`src/ssos_pkg.sv`:
```
package ssos_pkg;

    ////////////////////////////////////////////////////////////////////////////
    // Clock and time base
    localparam int CLK_PERIOD_NS  = 8;
    localparam int MS_NS          = 1000000;
    localparam int MS_CYCLES      = (MS_NS + CLK_PERIOD_NS - 1) / CLK_PERIOD_NS;
    localparam int FAN_LOCK_MS    = 1000;

    ////////////////////////////////////////////////////////////////////////////
    // Condition encoding shared by both selectable pins
    localparam int N_COND         = 9;
    localparam logic [3:0] SEL_TORQUE_CLIP = 4'h0;
    localparam logic [3:0] SEL_LOW_SPEED   = 4'h1;

    // Detection thresholds
    localparam logic [7:0]  PREWARN_PCT    = 8'h55;   // 85 percent of trip level
    localparam logic [11:0] BATTERY_LOW_MV = 12'hc80; // 3200 mV
    localparam logic [7:0]  SCALE_HOT_C    = 8'h41;   // 65 degrees

    ////////////////////////////////////////////////////////////////////////////
    // Register offsets (byte addresses)
    localparam logic [7:0] OFS_PIN_SELECT  = 8'h00;
    localparam logic [7:0] OFS_SPEED_THR   = 8'h04;
    localparam logic [7:0] OFS_BRAKE_TIME  = 8'h08;
    localparam logic [7:0] OFS_STATUS      = 8'h0c;
    localparam logic [7:0] OFS_IRQ_STATUS  = 8'h10;
    localparam logic [7:0] OFS_IRQ_MASK    = 8'h14;

    // Field positions
    localparam int TCLIP_SEL_LSB   = 0;
    localparam int LSPD_SEL_LSB    = 4;
    localparam int BRK_STALL_LSB   = 0;
    localparam int BRK_MOTION_LSB  = 8;

    // Reset values
    localparam logic [3:0]  TCLIP_SEL_RST  = SEL_TORQUE_CLIP;
    localparam logic [3:0]  LSPD_SEL_RST   = SEL_LOW_SPEED;
    localparam logic [15:0] SPEED_THR_RST  = 16'h0032;
    localparam logic [7:0]  BRK_TIME_RST   = 8'h00;

    // Interrupt events
    localparam int N_IRQ           = 3;
    localparam int IRQ_ALARM       = 0;
    localparam int IRQ_WARNING     = 1;
    localparam int IRQ_FAN_LOCK    = 2;

    localparam logic [1:0] RESP_OKAY   = 2'h0;
    localparam logic [1:0] RESP_SLVERR = 2'h2;

    typedef enum logic [1:0] {
        BRK_ENGAGED,
        BRK_RELEASED,
        BRK_HOLD_STALL,
        BRK_HOLD_MOTION
    } ssos_brake_e;

endpackage

```
`src/ssos_status_out.sv`:
```
// Functional notes
// - Brake release on when brake frees; timing from stall and motion settings.
// - Servo ready only with control and main power and no alarm.
// - Fault output on when healthy, off in alarm; active low.
// - Low-speed pin function from its select; resets to value 1.
// - Torque-clip pin has its own select, same nine-value encoding.
// - Value 0: on while enabled and torque command is clipped.
// - Value 1: on while motor speed below speed-detect threshold.
// - Value 2: OR of regen, overload, battery, fan and scale warnings.
// - Value 3: on when regen load exceeds 85% of trip level.
// - Value 4: on when load exceeds 85% of overload trip level.
// - Value 5: on when backup battery below about 3.2 V.
// - Value 6: on after fan stalled continuously more than one second.
// - Value 7: scale over 65 degrees or weak signal, full-closed only.
// - Value 8: speed within window of pre-ramp command, velocity/torque only.
//
// Local design decisions: the placing of the registers and register access over AXI4-Lite.
module ssos_status_out
    import ssos_pkg::*;
#(
    parameter int MS_DIV = MS_CYCLES
) (
    input  wire logic               ref_clk,
    input  wire logic               rst_n,
    // AXI4-Lite slave
    input  wire logic [7:0]         s_axi_awaddr,
    input  wire logic               s_axi_awvalid,
    output logic                    s_axi_awready,
    input  wire logic [31:0]        s_axi_wdata,
    input  wire logic [3:0]         s_axi_wstrb,
    input  wire logic               s_axi_wvalid,
    output logic                    s_axi_wready,
    output logic [1:0]              s_axi_bresp,
    output logic                    s_axi_bvalid,
    input  wire logic               s_axi_bready,
    input  wire logic [7:0]         s_axi_araddr,
    input  wire logic               s_axi_arvalid,
    output logic                    s_axi_arready,
    output logic [31:0]             s_axi_rdata,
    output logic [1:0]              s_axi_rresp,
    output logic                    s_axi_rvalid,
    input  wire logic               s_axi_rready,
    // Drive state, same clock
    input  wire logic               servo_enable,
    input  wire logic               torque_limited,
    input  wire logic               alarm_active,
    input  wire logic signed [15:0] motor_speed,
    input  wire logic signed [15:0] speed_cmd,
    input  wire logic [7:0]         regen_load_pct,
    input  wire logic [7:0]         overload_pct,
    input  wire logic [11:0]        battery_mv,
    input  wire logic [7:0]         scale_temp_c,
    input  wire logic               full_closed_mode,
    input  wire logic               vel_torque_mode,
    // Sensor levels, asynchronous
    input  wire logic               control_power_ok,
    input  wire logic               main_power_ok,
    input  wire logic               fan_stalled,
    input  wire logic               scale_signal_weak,
    // Output stages
    output logic                    brake_release_out,
    output logic                    servo_ready_out,
    output logic                    fault_out_n,
    output logic                    low_speed_out,
    output logic                    torque_clip_out,
    output logic                    irq
);

    ////////////////////////////////////////////////////////////////////////////
    // Two-stage synchronisers for the asynchronous sensor levels
    logic [3:0] sync1_r, sync2_r;
    always_ff @(posedge ref_clk) begin
        if (!rst_n) begin
            sync1_r <= 4'h0;
            sync2_r <= 4'h0;
        end else begin
            sync1_r <= {scale_signal_weak, fan_stalled, main_power_ok, control_power_ok};
            sync2_r <= sync1_r;
        end
    end
    logic ctl_pwr, main_pwr, fan_stall_s, scale_weak_s;
    assign {scale_weak_s, fan_stall_s, main_pwr, ctl_pwr} = sync2_r;

    ////////////////////////////////////////////////////////////////////////////
    // Registers
    logic [3:0]       tclip_sel_r, lspd_sel_r;
    logic [15:0]      speed_thr_r;
    logic [7:0]       brk_stall_ms_r, brk_motion_ms_r;
    logic [N_IRQ-1:0] irq_stat_r, irq_mask_r;
    logic             aw_held_r, w_held_r, wr_go, wr_hit;
    logic [7:0]       awaddr_r;
    logic [31:0]      wdata_r;
    logic [3:0]       wstrb_r;

    // One write at a time; address and data latch in either order
    assign s_axi_awready = !aw_held_r && !s_axi_bvalid;
    assign s_axi_wready  = !w_held_r && !s_axi_bvalid;
    assign wr_go         = aw_held_r && w_held_r && !s_axi_bvalid;
    assign wr_hit        = awaddr_r inside {OFS_PIN_SELECT, OFS_SPEED_THR, OFS_BRAKE_TIME,
                                            OFS_STATUS, OFS_IRQ_STATUS, OFS_IRQ_MASK};

    always_ff @(posedge ref_clk) begin
        if (!rst_n) begin
            aw_held_r    <= 1'b0;
            w_held_r     <= 1'b0;
            awaddr_r     <= 8'h00;
            wdata_r      <= 32'h0;
            wstrb_r      <= 4'h0;
            s_axi_bvalid <= 1'b0;
            s_axi_bresp  <= RESP_OKAY;
        end else begin
            if (s_axi_awvalid && s_axi_awready) begin
                aw_held_r <= 1'b1;
                awaddr_r  <= s_axi_awaddr;
            end
            if (s_axi_wvalid && s_axi_wready) begin
                w_held_r <= 1'b1;
                wdata_r  <= s_axi_wdata;
                wstrb_r  <= s_axi_wstrb;
            end
            if (wr_go) begin
                aw_held_r    <= 1'b0;
                w_held_r     <= 1'b0;
                s_axi_bvalid <= 1'b1;
                s_axi_bresp  <= wr_hit ? RESP_OKAY : RESP_SLVERR;
            end else if (s_axi_bready) begin
                s_axi_bvalid <= 1'b0;
            end
        end
    end

    // Configuration stores; byte lanes honoured per field
    always_ff @(posedge ref_clk) begin
        if (!rst_n) begin
            tclip_sel_r     <= TCLIP_SEL_RST;
            lspd_sel_r      <= LSPD_SEL_RST;
            speed_thr_r     <= SPEED_THR_RST;
            brk_stall_ms_r  <= BRK_TIME_RST;
            brk_motion_ms_r <= BRK_TIME_RST;
            irq_mask_r      <= '0;
        end else if (wr_go) begin
            if (awaddr_r == OFS_PIN_SELECT && wstrb_r[0]) begin
                tclip_sel_r <= wdata_r[TCLIP_SEL_LSB +: 4];
                lspd_sel_r  <= wdata_r[LSPD_SEL_LSB +: 4];
            end
            if (awaddr_r == OFS_SPEED_THR) begin
                if (wstrb_r[0]) speed_thr_r[7:0]  <= wdata_r[7:0];
                if (wstrb_r[1]) speed_thr_r[15:8] <= wdata_r[15:8];
            end
            if (awaddr_r == OFS_BRAKE_TIME) begin
                if (wstrb_r[0]) brk_stall_ms_r  <= wdata_r[BRK_STALL_LSB +: 8];
                if (wstrb_r[1]) brk_motion_ms_r <= wdata_r[BRK_MOTION_LSB +: 8];
            end
            if (awaddr_r == OFS_IRQ_MASK && wstrb_r[0]) begin
                irq_mask_r <= wdata_r[N_IRQ-1:0];
            end
        end
    end
    ////////////////////////////////////////////////////////////////////////////
    // Millisecond enable; the divider keeps everything on one clock
    logic [$clog2(MS_DIV)-1:0] ms_cnt_r;
    logic                      ms_tick;
    assign ms_tick = (ms_cnt_r == ($clog2(MS_DIV))'(MS_DIV - 1));
    always_ff @(posedge ref_clk) begin
        if (!rst_n || ms_tick) ms_cnt_r <= '0;
        else ms_cnt_r <= ms_cnt_r + 1'b1;
    end
    ////////////////////////////////////////////////////////////////////////////
    // Speed comparisons in 17 bits to survive the most negative value
    logic [16:0] speed_abs, speed_err, speed_err_abs;
    assign speed_abs     = motor_speed[15] ? 17'(-$signed({motor_speed[15], motor_speed}))
                                           : {1'b0, motor_speed};
    assign speed_err     = 17'($signed({motor_speed[15], motor_speed})
                               - $signed({speed_cmd[15], speed_cmd}));
    assign speed_err_abs = speed_err[16] ? 17'(-$signed(speed_err)) : speed_err;
    // Fan stall must persist past one second before it counts
    logic [10:0] fan_ms_r;
    logic        fan_locked;
    always_ff @(posedge ref_clk) begin
        if (!rst_n || !fan_stall_s) fan_ms_r <= 11'h0;
        else if (ms_tick && fan_ms_r <= 11'(FAN_LOCK_MS)) fan_ms_r <= fan_ms_r + 11'h1;
    end
    assign fan_locked = fan_ms_r > 11'(FAN_LOCK_MS);
    // Condition vector, indexed by select code
    logic [N_COND-1:0] cond;
    logic              low_speed;
    assign low_speed = speed_abs < {1'b0, speed_thr_r};
    assign cond[0] = servo_enable && torque_limited;
    assign cond[1] = low_speed;
    assign cond[3] = regen_load_pct > PREWARN_PCT;
    assign cond[4] = overload_pct > PREWARN_PCT;
    assign cond[5] = battery_mv < BATTERY_LOW_MV;
    assign cond[6] = fan_locked;
    assign cond[7] = full_closed_mode && (scale_temp_c > SCALE_HOT_C || scale_weak_s);
    assign cond[8] = vel_torque_mode && speed_err_abs <= {1'b0, speed_thr_r};
    assign cond[2] = |cond[7:3];
    // Both pins share one selector design
    ssos_cond_select #(.NC(N_COND)) u_low_speed_sel (
        .ref_clk (ref_clk),
        .rst_n   (rst_n),
        .cond    (cond),
        .sel     (lspd_sel_r),
        .pin_out (low_speed_out)
    );
    ssos_cond_select #(.NC(N_COND)) u_torque_clip_sel (
        .ref_clk (ref_clk),
        .rst_n   (rst_n),
        .cond    (cond),
        .sel     (tclip_sel_r),
        .pin_out (torque_clip_out)
    );

    ////////////////////////////////////////////////////////////////////////////
    // Ready and alarm stages
    always_ff @(posedge ref_clk) begin
        if (!rst_n) begin
            servo_ready_out <= 1'b0;
            fault_out_n     <= 1'b0;
        end else begin
            servo_ready_out <= ctl_pwr && main_pwr && !alarm_active;
            fault_out_n     <= !alarm_active;
        end
    end
    ////////////////////////////////////////////////////////////////////////////
    // Brake: released while driving; after a drop held for the stall delay, or for the motion delay until speed falls below threshold
    ssos_brake_e brk_r;
    logic [7:0]  brk_ms_r;
    logic        drive_on;
    assign drive_on = servo_enable && !alarm_active;
    always_ff @(posedge ref_clk) begin
        if (!rst_n) begin
            brk_r    <= BRK_ENGAGED;
            brk_ms_r <= 8'h0;
        end else begin
            case (brk_r)
                BRK_ENGAGED: if (drive_on) brk_r <= BRK_RELEASED;
                BRK_RELEASED: begin
                    brk_ms_r <= 8'h0;
                    if (!drive_on) brk_r <= low_speed ? BRK_HOLD_STALL : BRK_HOLD_MOTION;
                end
                BRK_HOLD_STALL: begin
                    if (drive_on) brk_r <= BRK_RELEASED;
                    else if (brk_ms_r >= brk_stall_ms_r) brk_r <= BRK_ENGAGED;
                    else if (ms_tick) brk_ms_r <= brk_ms_r + 8'h1;
                end
                BRK_HOLD_MOTION: begin
                    if (drive_on) brk_r <= BRK_RELEASED;
                    else if (brk_ms_r >= brk_motion_ms_r || low_speed) brk_r <= BRK_ENGAGED;
                    else if (ms_tick) brk_ms_r <= brk_ms_r + 8'h1;
                end
                default: brk_r <= BRK_ENGAGED;
            endcase
        end
    end
    assign brake_release_out = (brk_r != BRK_ENGAGED);
    ////////////////////////////////////////////////////////////////////////////
    // Sticky events; a new event beats a same-cycle clear
    logic alarm_d_r, warn_d_r, fan_d_r;
    logic [N_IRQ-1:0] irq_set, irq_clr;
    assign irq_set = {fan_locked && !fan_d_r, cond[2] && !warn_d_r, alarm_active && !alarm_d_r};
    assign irq_clr = (wr_go && awaddr_r == OFS_IRQ_STATUS && wstrb_r[0]) ?
                     wdata_r[N_IRQ-1:0] : '0;
    always_ff @(posedge ref_clk) begin
        if (!rst_n) begin
            irq_stat_r <= '0;
            alarm_d_r  <= 1'b0;
            warn_d_r   <= 1'b0;
            fan_d_r    <= 1'b0;
            irq        <= 1'b0;
        end else begin
            irq_stat_r <= (irq_stat_r & ~irq_clr) | irq_set;
            alarm_d_r  <= alarm_active;
            warn_d_r   <= cond[2];
            fan_d_r    <= fan_locked;
            irq        <= |(irq_stat_r & irq_mask_r);
        end
    end

    ////////////////////////////////////////////////////////////////////////////
    // Read channel; answer one cycle after the address is taken
    assign s_axi_arready = !s_axi_rvalid;
    always_ff @(posedge ref_clk) begin
        if (!rst_n) begin
            s_axi_rvalid <= 1'b0;
            s_axi_rdata  <= 32'h0;
            s_axi_rresp  <= RESP_OKAY;
        end else if (s_axi_arvalid && s_axi_arready) begin
            s_axi_rvalid <= 1'b1;
            s_axi_rresp  <= RESP_OKAY;
            case (s_axi_araddr)
                OFS_PIN_SELECT: s_axi_rdata <= {24'h0, lspd_sel_r, tclip_sel_r};
                OFS_SPEED_THR:  s_axi_rdata <= {16'h0, speed_thr_r};
                OFS_BRAKE_TIME: s_axi_rdata <= {16'h0, brk_motion_ms_r, brk_stall_ms_r};
                OFS_STATUS:     s_axi_rdata <= {15'h0, cond, brake_release_out, servo_ready_out,
                                    fault_out_n, low_speed_out, torque_clip_out, irq, 2'h0};
                OFS_IRQ_STATUS: s_axi_rdata <= {29'h0, irq_stat_r};
                OFS_IRQ_MASK:   s_axi_rdata <= {29'h0, irq_mask_r};
                default: begin
                    s_axi_rdata <= 32'h0;
                    s_axi_rresp <= RESP_SLVERR;
                end
            endcase
        end else if (s_axi_rready) begin
            s_axi_rvalid <= 1'b0;
        end
    end
endmodule // ssos_status_out

```
`src/ssos_cond_select.sv`:
```
module ssos_cond_select
    import ssos_pkg::*;
#(
    parameter int NC = N_COND
) (
    input  wire logic            ref_clk,
    input  wire logic            rst_n,
    input  wire logic [NC-1:0]   cond,
    input  wire logic [3:0]      sel,
    output logic                 pin_out
);

    ////////////////////////////////////////////////////////////////////////////
    // Pick one condition; codes past the table park the pin off
    always_ff @(posedge ref_clk) begin
        if (!rst_n) begin
            pin_out <= 1'b0;
        end else if (int'(sel) < NC) begin
            pin_out <= cond[sel];
        end else begin
            pin_out <= 1'b0;
        end
    end
endmodule // ssos_cond_select

```
`config.mk`:
```
export PLATFORM = sky130hd
export DESIGN_NAME = ssos_status_out
export DESIGN_NICKNAME = d
export VERILOG_FILES = /design/src/ssos_pkg.sv /design/src/ssos_status_out.sv /design/src/ssos_cond_select.sv
export SDC_FILE = /design/constraint.sdc
export NUM_CORES = 1
export LEC_CHECK = 0
export BUFFER_PORTS_ARGS = -buffer_cell sky130_fd_sc_hd__buf_2
export CORE_ASPECT_RATIO = 1.25
export CORE_MARGIN = 1
export CORE_UTILIZATION = 58
export CTS_BUF_LIST = sky130_fd_sc_hd__clkbuf_4 sky130_fd_sc_hd__clkbuf_8
export CTS_CLUSTER_SIZE = 14
export DETAILED_ROUTE_END_ITERATION = 8
export GPL_TIMING_DRIVEN = 0
export PLACE_DENSITY = 0.85
export REMOVE_ABC_BUFFERS = 1
export SYNTH_ARGS = -nofsm -noshare
export SYNTH_HDL_FRONTEND = slang
export SYNTH_SLANG_ARGS = --single-unit
```
`constraint.sdc`:
```
create_clock -name ref_clk -period 4.3 [get_ports ref_clk]
set_clock_uncertainty 0.05 [all_clocks]
set_input_delay 0 -clock ref_clk [delete_from_list [all_inputs] [get_ports ref_clk]]
set_output_delay 0 -clock ref_clk [all_outputs]
set_load 0.01 [all_outputs]
```
==> results.cfg <==
[run_status]
status = complete, no violations

[die]
io_pins = 183
placementRows = 51
dieWidth_um = 115
dieHeight_um = 143
core_area_um2 = 15600
start_util_pct = 59.5
dieArea_um2 = 16500

[pwr]
finalPower_mw = 3.30
power.leakage_nw = 4.55
ir_worst_vdd_mv = 0.378
p_per_area_nw_per_um2 = 302

[finish]
regArea_um2 = 2980
finalInstanceArea_um2 = 10900
antennaDiodeCount = 0
drive_above_1_share_pct = 14.8
multi_input_area_um2 = 5860
nets = 1498
area_delta_synth_final_pct = 18.0
fin_util_pct = 70.2
n_fill_cell = 1252

[placement]
dpl_cell_area_um2 = 10000
port-buffer-count = 137
gp_congestion = 0.951
dp_hpwl_um = 17700

[global_routing]
first_global_vias = 8187
overflow = 0
grt_use_total_pct = 29.6
antenna_found_initial = 0
grt_max_degree = 98
grt_pass1_wl_um = 38400

[synth]
synth-edff-count = 0
syn_inst = 1133
netlist_area_um2 = 9270
post_synth.cell_area_avg_um2 = 8.18
synthDistinctLibCells = 76
ys_seq_area_share_pct = 32.2
synth_flop_cell = dfxtp_1
ys_ff_latch = 149
yosysWarnings = 0
async_flop_share_pct = 0

[critical_path]
cp_max_fo = 4
slowest_delay_ns = 0.42
startpoint = motor_speed[0]
rr_startpoint = s_axi_rvalid
crit_path_end_kind = flip-flop
cp_cell_sequence = buf_2, inv_1, ha_1, fa_1, nand2b_1, a21oi_1, xor2_1, nor3_2, nand4_1, or3_1, o31ai_1, xnor2_1, ha_1, nand2b_1, or4_1, a221oi_1, o211ai_1, a21boi_0, o41ai_2, o21ai_1
path_class = primary input to flip-flop
worstSetupStartpointType = primary input
cp_data_required_time_ns = 4.62
slowest_stage = or4_1
critPathArrivalTime_ns = 4.45

[clock_tree]
clkTransAtPathRegs_ns = 0.08
clk_latency_ns = 0.44
cts_tree = yes
cts_setup_buffers = 0
clk_path_buf_depth = 2
cts-root-buf = clkbuf_8
numCtsBuffers = 17
h-tree-depth = 4
cts_sinks = 149

[timing]
hold_viol = 0
tightest_slew_ns = 1.37
holdWs_ns = 0.0186
setup_violations = 0
fin_crit_sh_pct = 96.1
drv_slew = 0
period_needed_ns = 4.13
fmax_mhz = 242
relSlewSlack_pct = 8.42
fin_setup_tns_ns = 0

[job]
drv_cap = 0

[route]
dr_total_vias = 8607
vias_per_cell = 5.68
dr.pass1.iters = 8
drc_errors = 0
wire_per_inst_um = 15.9
ant_nets = 0
drt-total-wl_um = 24000
drt_iter0_drc = 430

[hold_path]
hp-class = primary input to flip-flop
hp-start = s_axi_awvalid
-- cells by family after synthesis --
group / synth area share (%)
other cells: 0.0405
mux: 4.37
compound gates: 18.8
fa+ha+maj: 9.53
buf+inv: 5.60
flops: 32.2
simple gates: 23.9
xor+xnor: 5.66
-- registers in the layout, indices dropped and copies added, names as in the netlist, 8 cells and up --
signal and flops:
awaddr_r 8, brk_motion_ms_r 8, brk_ms_r 8, brk_stall_ms_r 8
fan_ms_r 11, ms_cnt_r 17, s_axi_rdata 17, speed_thr_r 16
wdata_r 16
-- power breakdown --
part           internal [mW]  switching (mW)  leakage (nW)
clock network          0.661           0.514         0.218
registers               1.41          0.0324          1.21
logic                  0.301           0.381          3.12
-- path summary, 6_finish.rpt --
check	slack, ns	to	cells past startpoint
max	0.17	u_low_speed_sel.pin_out	20
min	0.02	awaddr_r[5]	4
max reg2reg	1.03	s_axi_rdata[12]	7
min reg2reg	0.39	sync2_r[1]	1
-- through the flow --
stage | std cells | setup slack (ns)
after floorplan | 1090 | 0.432
after global placement | 1439 | -0.253
after detailed placement | 1441 | -0.330
after CTS | 1516 | 0.106
after global routing | 1516 | -0.0142
final | 1516 | 0.168
-- critical path, delay by kind of cell --
family | cells | cell delay [ns]
buffers and inverters | 2 | 0.16
XOR/XNOR | 2 | 0.31
adder cells (fa/ha/maj) | 3 | 0.80
AND/OR/NAND/NOR | 6 | 1.68
AO/OA/AOI/OAI | 7 | 1.47
-- placed cells by master (no fill, tap or decap), types with 32 or more instances in the layout --
master,synthesis,final
nand2_1,179,179
dfxtp_1,149,149
buf_2,1,136
nor2_1,72,72
ha_1,69,69
inv_1,60,60
a21boi_0,52,52
nor2b_1,44,44
dlygate4sd3_1,0,44
nand3_1,38,38
mux2i_1,36,36
a21oi_1,37,35
xnor2_1,32,32
-- layout make-up --
cell class              count  share of cell area, %
clock buffers              19                   2.39
clock inverters            12                   1.61
inverters                  60                   2.06
multi-input cells         881                   53.6
flip-flops and latches    149                   27.3
well taps                 212                   2.43
repair buffers            183                   10.6
-- synthesized netlist by cell type, drive strengths merged (36+ instances only) --
| master | n | area share (%) |
|---|---|---|
| dfxtp | 149 | 32 |
| nand2 | 179 | 7.2 |
| a21boi | 52 | 4.2 |
| ha | 69 | 9.3 |
| nor2b | 44 | 3.0 |
| clkbuf | 38 | 1.5 |
| inv | 60 | 2.4 |
| a21oi | 39 | 2.2 |
| nor2 | 72 | 2.9 |
| mux2i | 36 | 3.9 |
| o21ai | 36 | 2.0 |
| nand3 | 39 | 2.2 |
-- what timing repair did --
| item | 4_1_cts | 5_1_grt |
|---|---|---|
| hold buffers | 44 | 0 |
| setup endpoints to repair | 0 | 3 |
| resized for setup | 0 | 4 |
| hold endpoints to repair | 54 | 0 |
-- metal layers --
metal / vias to the layer above / wire [um] / track usage (%)
li1: 4263 / - / -
met1: 3951 / 9810 / 33.6
met2: 318 / 12000 / 53.8
met3: 75 / 1200 / 4.01
met4: 0 / 1040 / 15.3
met5: - / 0 / 0
(Power assumes the default switching activity.)
